## config.mk

```make
export PLATFORM = sky130hd
export DESIGN_NAME = fru_regs
export DESIGN_NICKNAME = d
export VERILOG_FILES = /design/src/hdl/fru_pkg.sv /design/src/hdl/fru_regs.sv /design/src/hdl/fru_flags.sv /design/src/hdl/fru_rdmux.sv
export SDC_FILE = /design/constraint.sdc
export NUM_CORES = 1
export LEC_CHECK = 0
export CAP_MARGIN = 20
export CORE_ASPECT_RATIO = 1.2
export CORE_MARGIN = 2
export CORE_UTILIZATION = 60
export DETAILED_ROUTE_END_ITERATION = 16
export DONT_BUFFER_PORTS = 1
export PLACE_DENSITY = 0.8
export SKIP_CTS_REPAIR_TIMING = 1
export SLEW_MARGIN = 20
export SYNTH_ARGS = -nofsm -noshare
export SYNTH_HDL_FRONTEND = slang
export SYNTH_SLANG_ARGS = --single-unit
```

## constraint.sdc

```tcl
create_clock -name clock_i -period 2.1 [get_ports clock_i]
set_input_delay 0.315 -clock clock_i [delete_from_list [all_inputs] [get_ports clock_i]]
set_output_delay 0.315 -clock clock_i [all_outputs]
set_load 0.02 [all_outputs]
```

## src/hdl/fru_pkg.sv

```systemverilog
/*
 Package for the float unit result, operand and mask register block.
 Holds register offsets, field positions, reset values and carrier types.
 Assumes a plain register port with read data one cycle after the strobe.
*/
// Contract
// (RL1) Result register at 0x8, 32 bits, read only to software.
// (RL2) First operand register at 0xC, 32 bits, written and read back.
// (RL3) Second operand register at 0x10, 32 bits, read only to software.
// (RL4) Mask bit 0 gates completion interrupt; one suppresses it.
// (RL5) Mask bit 1 gates invalid interrupt; bits above 1 reserved.
// (RL6) Result, operands and mask clear to zero at reset.
// (RL7) Busy set when a calculation starts, cleared when it finishes.
// (RL8) Completion in status bit 0, invalid operation in status bit 6.
// (RL9) Interrupt high while either flag is set with mask bit zero.
package fru_pkg;
    localparam int DW = 32;
    localparam int AW = 8;
    localparam logic [AW-1:0] OFS_STATUS = 8'h04;
    localparam logic [AW-1:0] OFS_RESULT = 8'h08;
    localparam logic [AW-1:0] OFS_OPA = 8'h0C;
    localparam logic [AW-1:0] OFS_OPB = 8'h10;
    localparam logic [AW-1:0] OFS_MASK = 8'h14;
    localparam int ST_DONE = 0;
    localparam int ST_BUSY = 1;
    localparam int ST_INVALID = 6;
    localparam int MK_DONE = 0;
    localparam int MK_INVALID = 1;
    localparam logic [DW-1:0] RST_WORD = 32'h0000_0000;
    localparam logic [1:0] RST_MASK = 2'h0;

    typedef struct packed {
        logic [AW-1:0] addr;
        logic [DW-1:0] wdata;
        logic wr;
        logic rd;
    } fru_bus_req_s;

    typedef struct packed {
        logic start;
        logic finish;
        logic invalid;
        logic [DW-1:0] result;
        logic [DW-1:0] opb;
    } fru_core_s;
endpackage

```

## src/hdl/fru_regs.sv

```systemverilog
/*
 Result, operand and interrupt mask registers of the float unit.
 Assumes the calculation core on the same clock supplies start, finish,
 invalid pulses plus result and second operand words.
*/
`timescale 1ns/100ps
`default_nettype none
module fru_regs
    import fru_pkg::*;
(
    input wire logic clock_i,
    input wire logic rst_i,
    input wire logic [AW-1:0] addr_i,
    input wire logic [DW-1:0] wdata_i,
    input wire logic wr_i,
    input wire logic rd_i,
    output logic [DW-1:0] rdata_o,
    input wire logic start_i,
    input wire logic finish_i,
    input wire logic invalid_i,
    input wire logic [DW-1:0] result_i,
    input wire logic [DW-1:0] opb_i,
    output logic [DW-1:0] operand_first_o,
    output logic busy_o,
    output logic irq_o
);
    typedef struct packed {
        logic [DW-1:0] result;
        logic [DW-1:0] opa;
        logic [DW-1:0] opb;
        logic [1:0] mask;
        logic [DW-1:0] rdata;
    } fru_reg_s;
    fru_reg_s r_q, r_d;
    fru_bus_req_s req;
    fru_core_s core;
    logic [DW-1:0] word;
    logic [DW-1:0] status;
    logic [1:0] clr;
    logic done, inv;

    // One decode for every register write hit
    function automatic logic wr_hit(input fru_bus_req_s r,
            input logic [AW-1:0] ofs);
        return r.wr && r.addr == ofs;
    endfunction

    assign req = '{addr: addr_i, wdata: wdata_i, wr: wr_i, rd: rd_i};
    assign core = '{start: start_i, finish: finish_i, invalid: invalid_i,
        result: result_i, opb: opb_i};

    // Write one to clear the sticky status bits
    assign clr[MK_DONE] = wr_hit(req, OFS_STATUS) && req.wdata[ST_DONE];
    assign clr[MK_INVALID] = wr_hit(req, OFS_STATUS)
        && req.wdata[ST_INVALID];

    always_comb begin
        status = RST_WORD;
        status[ST_DONE] = done;
        status[ST_BUSY] = busy_o;
        status[ST_INVALID] = inv;
    end

    always_comb begin
        r_d = r_q;
        // Result and second operand only change from the core side
        if (core.finish) begin
            r_d.result = core.result; // RL1
        end
        if (core.start) begin
            r_d.opb = core.opb; // RL3
        end
        if (wr_hit(req, OFS_OPA)) begin
            r_d.opa = req.wdata; // RL2
        end
        if (wr_hit(req, OFS_MASK)) begin
            r_d.mask = req.wdata[MK_INVALID:MK_DONE]; // RL4 RL5
        end
        r_d.rdata = req.rd ? word : RST_WORD;
    end

    always_ff @(posedge clock_i) begin
        if (rst_i) begin
            r_q <= '0; // RL6
        end else begin
            r_q <= r_d;
        end
    end

    fru_rdmux u_rdmux (
        .addr_i(req.addr),
        .status_i(status),
        .result_i(r_q.result),
        .opa_i(r_q.opa),
        .opb_i(r_q.opb),
        .mask_i(r_q.mask),
        .word_o(word)
    );

    fru_flags u_flags (
        .clock_i(clock_i),
        .rst_i(rst_i),
        .start_i(core.start),
        .finish_i(core.finish),
        .invalid_i(core.invalid),
        .clr_i(clr),
        .mask_i(r_q.mask),
        .busy_o(busy_o),
        .done_o(done),
        .invalid_o(inv),
        .irq_o(irq_o)
    );

    assign rdata_o = r_q.rdata;
    assign operand_first_o = r_q.opa;
endmodule
`default_nettype wire

```

## src/hdl/fru_flags.sv

```systemverilog
/*
 Sticky completion/invalid flags, busy flag and interrupt gating.
 Assumes start and finish pulses from the calculation core, same clock.
*/
`timescale 1ns/100ps
`default_nettype none
module fru_flags
    import fru_pkg::*;
(
    input wire logic clock_i,
    input wire logic rst_i,
    input wire logic start_i,
    input wire logic finish_i,
    input wire logic invalid_i,
    input wire logic [1:0] clr_i,
    input wire logic [1:0] mask_i,
    output logic busy_o,
    output logic done_o,
    output logic invalid_o,
    output logic irq_o
);
    typedef struct packed {
        logic busy;
        logic done;
        logic inv;
    } fru_flag_s;
    fru_flag_s st_q, st_d;

    always_comb begin
        st_d = st_q;
        if (start_i) begin
            st_d.busy = 1'b1; // RL7
        end
        if (finish_i) begin
            st_d.busy = 1'b0; // RL7
        end
        // Set beats clear so a finishing event is never lost
        if (clr_i[MK_DONE]) begin
            st_d.done = 1'b0;
        end
        if (clr_i[MK_INVALID]) begin
            st_d.inv = 1'b0;
        end
        if (finish_i) begin
            st_d.done = 1'b1; // RL8
        end
        if (finish_i && invalid_i) begin
            st_d.inv = 1'b1; // RL8
        end
    end

    always_ff @(posedge clock_i) begin
        if (rst_i) begin
            st_q <= '0;
        end else begin
            st_q <= st_d;
        end
    end

    assign busy_o = st_q.busy;
    assign done_o = st_q.done;
    assign invalid_o = st_q.inv;
    assign irq_o = (st_q.done && !mask_i[MK_DONE]) // RL4 RL9
        || (st_q.inv && !mask_i[MK_INVALID]); // RL5 RL9
endmodule
`default_nettype wire

```

## src/hdl/fru_rdmux.sv

```systemverilog
/*
 Read data selection for the register port.
 Assumes the caller registers the returned word.
*/
`timescale 1ns/100ps
`default_nettype none
module fru_rdmux
    import fru_pkg::*;
(
    input wire logic [AW-1:0] addr_i,
    input wire logic [DW-1:0] status_i,
    input wire logic [DW-1:0] result_i,
    input wire logic [DW-1:0] opa_i,
    input wire logic [DW-1:0] opb_i,
    input wire logic [1:0] mask_i,
    output logic [DW-1:0] word_o
);
    always_comb begin
        unique case (addr_i)
            OFS_STATUS: word_o = status_i; // RL8
            OFS_RESULT: word_o = result_i; // RL1
            OFS_OPA: word_o = opa_i; // RL2
            OFS_OPB: word_o = opb_i; // RL3
            OFS_MASK: word_o = {30'h0000_0000, mask_i}; // RL5
            default: word_o = RST_WORD;
        endcase
    end
endmodule
`default_nettype wire

```

Yosys cells after proc, flatten, opt, wreduce, memory -nomap -nowiden
Index checks and enable logic that the tools add are counted.
{"block": "totals", "reg_bits": 133, "input_bits": 111}
{"block": "classes", "mux": 5, "reduce_logical": 15, "n_eq_ne": 5, "bitwise": 1}
{"op": "32-bit case mux with 5 select lines", "count": 1}
{"op": "8-bit by 4-bit == test with 1-bit output (second input constant)", "count": 2}
{"op": "8-bit by 5-bit == test with 1-bit output (second input constant)", "count": 2}
{"op": "8-bit by 3-bit == test with 1-bit output (second input constant)", "count": 1}
{"op": "1-bit logical AND", "count": 8}
{"op": "1-bit two-way mux", "count": 4}
{"op": "2-bit nonzero test", "count": 2}
{"op": "2-bit OR reduction", "count": 2}
{"op": "1-bit zero test", "count": 2}
{"op": "1-bit logical OR", "count": 1}
{"op": "1-bit NOT", "count": 1}

Longest topological paths before layout
Gate-level depths: netlist of the first run.
{"block": "depth", "ltp_word": 5, "mapped_depth": 6, "mapped_depth_nobuf": 4}

Cells and area by module
From an unflattened synthesis of the first run, not the netlist that was laid out.
{"block": "unflattened", "hier_cells": 667, "hier_area_um2": 6297.3}
{"mod": "fru_regs", "cells_each": 493, "area_per_inst_um2": 5141.2, "seq_area_each_um2": 2602.5, "n_inst": 1}
{"mod": "fru_rdmux", "cells_each": 160, "area_per_inst_um2": 1039.7, "seq_area_each_um2": 0.0, "n_inst": 1}
{"mod": "fru_flags", "cells_each": 14, "area_per_inst_um2": 116.4, "seq_area_each_um2": 60.1, "n_inst": 1}

Worst setup path after synthesis of the first run
Ideal clock, no wire load.
{"block": "synth_path", "path_type": "input to register", "start": "input addr_i[2]", "end": "register r_q, in the netlist rdata_o[11]", "stages": 5, "arrival_ns": 1.228, "n_path_buf": 2, "slack_ns": 0.745, "required_ns": 1.972, "path_cell_list": "buf_2 buf_2 mux2_2 a22oi_1 nor2_1"}
{"block": "synth_via", "elab_chain_len": 2, "word_cells_on_any_way": 6}
{"element": "start, declared", "line_no": "fru_regs.sv:13", "source": "input wire logic [AW-1:0] addr_i,"}
{"element": "8-bit by 5-bit == test with 1-bit output (tied with other cells)", "line_no": "fru_rdmux.sv:19", "source": "unique case (addr_i)"}
{"element": "32-bit case mux with 5 select lines *", "line_no": "fru_rdmux.sv:19"}
{"element": "end signal, assigned", "line_no": "fru_regs.sv:86", "source": "r_q <= r_d;"}
{"element": "end, declared", "line_no": "fru_regs.sv:34", "source": "fru_reg_s r_q, r_d;"}
Mark *: on every way between the ends. The rest lies on a longest branch, timed or not.
A chain may end at the register's enable or synchronous reset.

Final worst setup path of the first run
{"block": "layout_path", "start": "register u_flags.st_q, in the netlist u_flags.invalid_o", "end": "output irq_o"}
{"block": "layout_via", "elab_chain_len": 2}
{"element": "start, declared", "line_no": "fru_flags.sv:27", "source": "fru_flag_s st_q, st_d;"}
{"element": "start signal, assigned", "line_no": "fru_flags.sv:56", "source": "st_q <= st_d;"}
{"element": "1-bit logical AND", "line_no": "fru_flags.sv:64", "source": "|| (st_q.inv && !mask_i[MK_INVALID]);"}
{"element": "1-bit logical OR", "line_no": "fru_flags.sv:64"}
{"element": "end, declared", "line_no": "fru_regs.sv:25", "source": "output logic irq_o"}
No other way between the ends.

==> summary.txt, run 1 <==
Place
  • Number of buffers added on ports: 0
  • HPWL after DPL: 7850 um
  • GPL Wtd Cong: 0.775

Global route
  • Initial antenna violation count: 0
  • Congestion Overflow GR: 0
  • Vias in the first global route: 3957
  • Largest net degree at the start of global routing: slightly above 100
  • All-Layer GR Usage: 0.243
  • First-pass GRT wire length: 19200 um

Drt
  • Detailed Route Iter0 Violations: 430
  • Via count: 4594
  • Vias per inst: between 5 and 6
  • Final ANT Viol Nets: 0
  • DR DRC count: 0
  • Final wirelength: 16300 um
  • DR WL/cell: about 21 um
  • First-pass iteration count of the detailed router: 6

Synth
  • Main synth FF type: dfxtp_1
  • Ys async rst share: 0
  • Top cells by area, synth: dfxtp_1 47%, mux2i_1 12%, buf_4 9.1%
  • Synthesis-stage register bit count: 133
  • Synth unique cells: 29
  • Post-synth top area share: 0.472
  • Seq/Total Area, Yosys: 0.472
  • Synth Warn #: 0
  • Cells after synthesis: ~600
  • Avg Cell Area, Syn: 9.45 sq um
  • Leading area contributor after synthesis: dfxtp_1
  • Syn Nets: 708
  • Number of enable flip-flop cells after synthesis: 0
  • Syn Std Cell Area: 5640 sq um
  • Top post-synthesis cells by count: 133 x dfxtp_1, 99 x nor2_1, 69 x nand2_1
  • Count leader, synth: dfxtp_1

Outcome
  • Status: complete, but fails checks
  • Violated checks: hold timing

Final layout
  • Fillcell total: 549
  • Register area: 2660 sq um
  • Final #Nets: between 700 and 800
  • Share of layout cells above drive strength 1: 0.120
  • Ant. Diodes: 0
  • Syn-to-layout area delta: 24.4%
  • Multi-input gate area: 2270 sq um

Floorplan
  • Starting density of the core: 0.621
  • Die height: 110 um
  • Die Width: around 93 um
  • Num rows: 38
  • I/O pin count: between 150 and 200
  • Core Box Area: between 9000 and 10000 sq um
  • Die Area: 10200 sq um

Clock tree
  • Clk_lat worst skew: 0.52 ns
  • Clock sink total: 133
  • H-tree Lvls: 4
  • Cts bufs inserted: 17
  • CTS root buf: clkbuf_8
  • Clock slew at reported path FFs: 0.06 ns
  • Clock Tree Buf Depth: 2
  • CTS tree: yes

Setup path
  • Setup crit end kind: output port
  • Internal reg-to-reg setup slack: roughly 0.77 ns
  • Kind of critical path: flip-flop to output port
  • Crit path DAT: 1.43 ns
  • CP peak stage delay: between 0.4 and 0.5 ns
  • WP data required: 1.78 ns
  • Worst Path Max Fanout: 3
  • Worst setup SP type: flip-flop
  • R2R Path Start: r_q[47]
  • Reg2reg path depth: 3
  • FF-to-FF End: r_q[47]
  • CP Cell Sequence: inv_1 > o22ai_1
  • CP max-delay cell: o22ai_1

Flow run
  • Max Cap Viol: 0

Power
  • Worst VDD drop: 679 uV
  • Static leakage: 2.77 nW
  • PwrDens: 858 nW/um^2

STA
  • Fmax: around 570 MHz
  • Relative max-transition margin: 0.606
  • Fin crit period: between 1.5 and 2 ns
  • RSZ-0062 raised after global routing: no
  • Fin crit share: 0.833
  • Slew @ Worst Pin: 0.599 ns
  • Slew Viols, Final: 0
  • Post-Route Setup TNS: 0 ns
  • Worst Skew: 0.00740 ns
  • Final setup violation count: 0
  • Fin. Hold Viols: 6
  • Hold WS: -0.0311 ns

Worst hold path
  • Hold-critical path endpoint: r_q[99]
  • Hold Path Stages: 2
  • Worst min path class: primary input to flip-flop
  • Hold Path Origin: finish_i
logic make-up (layout without fill, tap and decap cells):
kind of cell | after synthesis | in the layout | synth area share
multiplexers | 98 | 98 | 0.181
AO/OA/AOI/OAI | 74 | 74 | 0.0856
AND/OR/NAND/NOR | 186 | 186 | 0.135
buffers and inverters | 106 | 168 | 0.126
flip-flops | 133 | 133 | 0.472
cell usage in the layout, fill, tap and decap left out, types with 2 or more instances in the layout:
master	n
bufinv_16	3
and3_1	2
a21oi_1	31
a22oi_1	32
nor2b_1	2
clkinv_4	3
clkinv_2	5
clkbuf_16	16
mux2i_1	66
mux2_2	32
clkbuf_1	2
dfxtp_1	133
a21o_1	2
nor3_1	2
buf_4	6
nand3_1	3
inv_1	2
nand4_1	3
nor2_1	99
dlygate4sd3_1	126
a21oi_2	6
nand2_1	69
report_power, final:
group	internal, mW	leakage, nW	switching [mW]
clock network	1.81	0.286	1.10
logic	0.293	1.40	0.173
registers	2.60	1.08	0.0493
worst max-delay path by stage:
stage | startpoint | endpoint | slack [ns] | cells after the start
2_1_floorplan | addr_i[2] | rdata_o[11] | 0.74 | 5
3_3_place_gp | addr_i[5] | rdata_o[0] | 0.63 | 5
3_5_place_dp | addr_i[5] | operand_first_o[22] | 0.55 | 5
4_1_cts | u_flags.invalid_o | irq_o | 0.38 | 2
5_1_grt | u_flags.invalid_o | irq_o | 0.34 | 2
6_report | u_flags.invalid_o | irq_o | 0.35 | 2
layer usage:
| metal | GRT usage | part of all wire |
|---|---|---|
| met3 | 0.0734 | 0.070 |
| met5 | 0 | 0 |
| met2 | 0.417 | 0.53 |
| met1 | 0.267 | 0.35 |
| met4 | 0.147 | 0.046 |
layout make-up:
cell class | count | share of cell area
clock buffer | 19 | 0.0601
clock inverter | 13 | 0.0225
inverter | 2 | 0.00107
multi-input combinational | 358 | 0.323
sequential | 133 | 0.379
tap | 120 | 0.0214
timing repair buffer | 134 | 0.193
through the flow:
stage	util	instance area (sq um)	total power [mW]	cells	worst slack [ns]
6_report	0.773	7020	6.02	779	0.350
5_1_grt	0.773	7020	6.19	779	0.344
3_3_place_gp	0.565	5130	2.86	619	0.628
2_1_floorplan	-	5640	2.91	597	0.745
4_1_cts	0.629	5710	5.75	651	0.378
3_5_place_dp	0.565	5130	2.88	619	0.547
sequential cells by signal (all words and copies together), names as in the netlist:
register / cells
r_q: 66
operand_first_o: 32
rdata_o: 32
u_flags.busy_o: 1
u_flags.done_o: 1
u_flags.invalid_o: 1
worst max-delay path: cells and delay by family (launching register included):
kind                   cells  cell delay [ns]
AO/OA/AOI/OAI              1             0.48
flip-flops                 1             0.38
buffers and inverters      1             0.06
Note: power is estimated with default switching activity, not from simulation.
==> run 2: changes to the inputs <==
--- a/config.mk
+++ b/config.mk
@@ -8,10 +8,10 @@
 export CAP_MARGIN = 20
 export CORE_ASPECT_RATIO = 1.2
 export CORE_MARGIN = 2
-export CORE_UTILIZATION = 60
+export CORE_UTILIZATION = 57
 export DETAILED_ROUTE_END_ITERATION = 16
 export DONT_BUFFER_PORTS = 1
-export PLACE_DENSITY = 0.8
+export PLACE_DENSITY = 0.79
 export SKIP_CTS_REPAIR_TIMING = 1
 export SLEW_MARGIN = 20
 export SYNTH_ARGS = -nofsm -noshare
==> constraint.sdc (replaced) <==
create_clock -name clock_i -period 1.4 [get_ports clock_i]
set_input_delay 0.21 -clock clock_i [delete_from_list [all_inputs] [get_ports clock_i]]
set_output_delay 0.21 -clock clock_i [all_outputs]
set_load 0.02 [all_outputs]
==> run 2 against run 1 <==
The run still ends with hold timing left. Worst hold slack worse by 0.0064 ns. Via count down 2.7%. Clock power up 52%.
==> summary.txt, run 2 (synthesis gave the netlist of run 1 again) <==
Floorplan
  • I/O pin count: 177 (unchanged)
  • Starting density of the core: 0.590 (-0.0314)
  • Core Box Area: 9560 sq um (+5.3%)
  • Num rows: 39 (+2.6%)
  • Die Area: 10700 sq um (+5.1%)
  • Die height: 113 um (+2.5%)
  • Die Width: 94.8 um (+2.5%)

Setup path
  • Reg2reg path depth: 3 (unchanged)
  • Setup crit end kind: flip-flop
  • CP startpoint: u_flags.busy_o
  • Setup crit end: u_flags.busy_o
  • Crit path buf inv count: 1 (unchanged)
  • CP Cell Sequence: nor2_1 > nor3_1 > dlygate4sd3_1
  • Stages on the worst setup path: 3 (+1)
  • R2R Path Start: u_flags.busy_o
  • Crit path DAT: 1.68 ns (+0.25 ns)
  • Internal reg-to-reg setup slack: 0.08 ns (-0.69 ns)
  • FF-to-FF End: u_flags.busy_o
  • Worst setup SP type: flip-flop
  • Kind of critical path: flip-flop to flip-flop
  • Worst Path Max Fanout: 3 (unchanged)
  • CP max-delay cell: dlygate4sd3_1
  • WP data required: 1.76 ns (-0.02 ns)
  • Top delay family on crit path: buffers and inverters
  • CP peak stage delay: 0.56 ns (+0.08 ns)

Outcome
  • Violated checks: hold timing
  • Status: complete, but fails checks

Final layout
  • Most common cell after layout, fill and taps aside: dfxtp_1
  • Most frequent cells in the layout: 133 x dfxtp_1, 112 x dlygate4sd3_1, 99 x nor2_1
  • Share of layout cells above drive strength 1: 0.126 (+0.00647)
  • Final #Nets: 748 (-1.2%)
  • Final non-filler cell total: 773 (-0.77%)
  • Largest Register: r_q
  • Syn-to-layout area delta: 23.1%
  • Largest register FFs: 66 (unchanged)
  • Post-layout util: 0.726 (-0.0467)

Place
  • # placed instances: 628 (+1.5%)
  • HPWL after DPL: 8490 um (+8.1%)
  • GPL Wtd Cong: 0.843 (+8.7%)
  • Number of buffers added on ports: 0 (unchanged)

STA
  • Fin crit share: 0.942
  • Fin. Hold Viols: 4 (-2)
  • RSZ-0062 raised after global routing: no
  • Fmax: 758 MHz
  • Slew @ Worst Pin: 0.329 ns (-0.270 ns)
  • Final setup violation count: 0 (unchanged)
  • Hold WS: -0.0374 ns (-0.00637 ns)
  • Slew Viols, Final: 0 (unchanged)
  • Worst Skew: 0.00915 ns (+0.00174 ns)
  • Relative max-transition margin: 0.780 (+0.173)
  • Post-Route Setup TNS: 0 ns (unchanged)
  • Fin crit period: 1.32 ns

Global route
  • Vias in the first global route: 3894 (-1.6%)
  • Met1 usage: 0.254 (-0.0132)
  • Congestion Overflow GR: 0 (unchanged)
  • GRT met2 Usage: 0.416 (-0.000977)
  • Top Usage Layer GRT: met2
  • All-Layer GR Usage: 0.237 (-0.00615)
  • Initial antenna violation count: 1 (+1)
  • First-pass GRT wire length: 19300 um (+0.47%)
  • M3 GR Usage: 0.0799 (+0.00647)
  • Largest net degree at the start of global routing: 103 (unchanged)

Power
  • PwrDens: 1300 nW/um^2 (+51%)
  • Share of total power in combinational logic: 0.067 (-0.010)
  • Internal: 7.14 mW (+52%)
  • Net Sw Frac: 0.208 (-0.0120)
  • Worst VDD drop: 972 uV (+43%)
  • Sequential share of power: 0.442 (+0.002)
  • Static leakage: 2.83 nW (+2.3%)
  • Clk network pwr share: 0.491 (+0.008)
  • Sw power: 1.87 mW (+41%)
  • Total power: 9.01 mW (+50%)

Clock tree
  • H-tree Lvls: 4 (unchanged)
  • Clock Tree Buf Depth: 2 (unchanged)
  • Clock slew at reported path FFs: 0.05 ns (about the same)
  • Clk_lat worst skew: 0.41 ns (-0.11 ns)
  • CTS root buf: clkbuf_16
  • Cts bufs inserted: 17 (unchanged)
  • CTS tree: yes
  • Clock sink total: 133 (unchanged)

Worst hold path
  • Worst min path class: primary input to flip-flop

Drt
  • DR WL/cell: 20.4 um (-2.3%)
  • DR DRC count: 0 (unchanged)
  • Final wirelength: 15800 um (-3.1%)
  • First-pass iteration count of the detailed router: 9 (+3)
  • Final ANT Viol Nets: 0 (unchanged)
  • Via count: 4471 (-2.7%)
  • Vias per inst: 5.78 (-1.9%)
  • Detailed Route Iter0 Violations: 272 (-37%)

Flow run
  • Max Cap Viol: 0 (unchanged)
-- run 2: cell types whose count changed in the layout (fill, tap and decap cells not counted), moves of 2 or more --
| cell | delta |
|---|---|
| buf_4 | +4 |
| clkbuf_1 | +2 |
| clkinv_2 | -2 |
| clkinv_4 | -2 |
| dlygate4sd3_1 | -14 |
-- run 2: routing by layer --
| metal | vias to the layer above | part of all wire |
|---|---|---|
| li1 | 2027 | - |
| met1 | 2134 | 0.36 |
| met2 | 252 | 0.53 |
| met3 | 58 | 0.081 |
| met4 | 0 | 0.035 |
| met5 | - | 0 |
-- run 2: through the flow --
stage	setup WS, ns	cell area, sq um
after detailed placement	0.0610	5200
after global placement	0.125	5200
after global routing	0.0309	6950
final	0.0807	6950
after CTS	-0.0407	5790
after floorplan	0.150	5640
-- run 2: how the worst min path moves through the flow --
stage	start	end	cells after the start
after floorplan	wdata_i[0]	operand_first_o[0]	2
after global placement	rst_i	operand_first_o[26]	1
after detailed placement	rst_i	operand_first_o[26]	1
after CTS	rst_i	operand_first_o[1]	1
after global routing	start_i	r_q[44]	2
final	start_i	r_q[44]	2
-- run 2: layout make-up --
cell class / count / area, sq um
Antenna cell: 1 / 2.50
Clock buffer: 22 / 454
Clock inverter: 9 / 129
Fill cell: 661 / 2620
Inverter: 2 / 7.51
Multi-Input combinational cell: 358 / 2270
Sequential cell: 133 / 2660
Tap cell: 123 / 154
Timing Repair Buffer: 125 / 1260
-- run 2: power by group through the flow --
stage	Sequential, mW	Clock [mW]	Combinational (mW)
2_1_floorplan	4.03	0	0.342
3_3_place_gp	4.04	0	0.260
3_5_place_dp	4.05	0	0.273
4_1_cts	3.97	4.43	0.275
5_1_grt	3.98	4.64	0.648
6_report	3.98	4.43	0.603
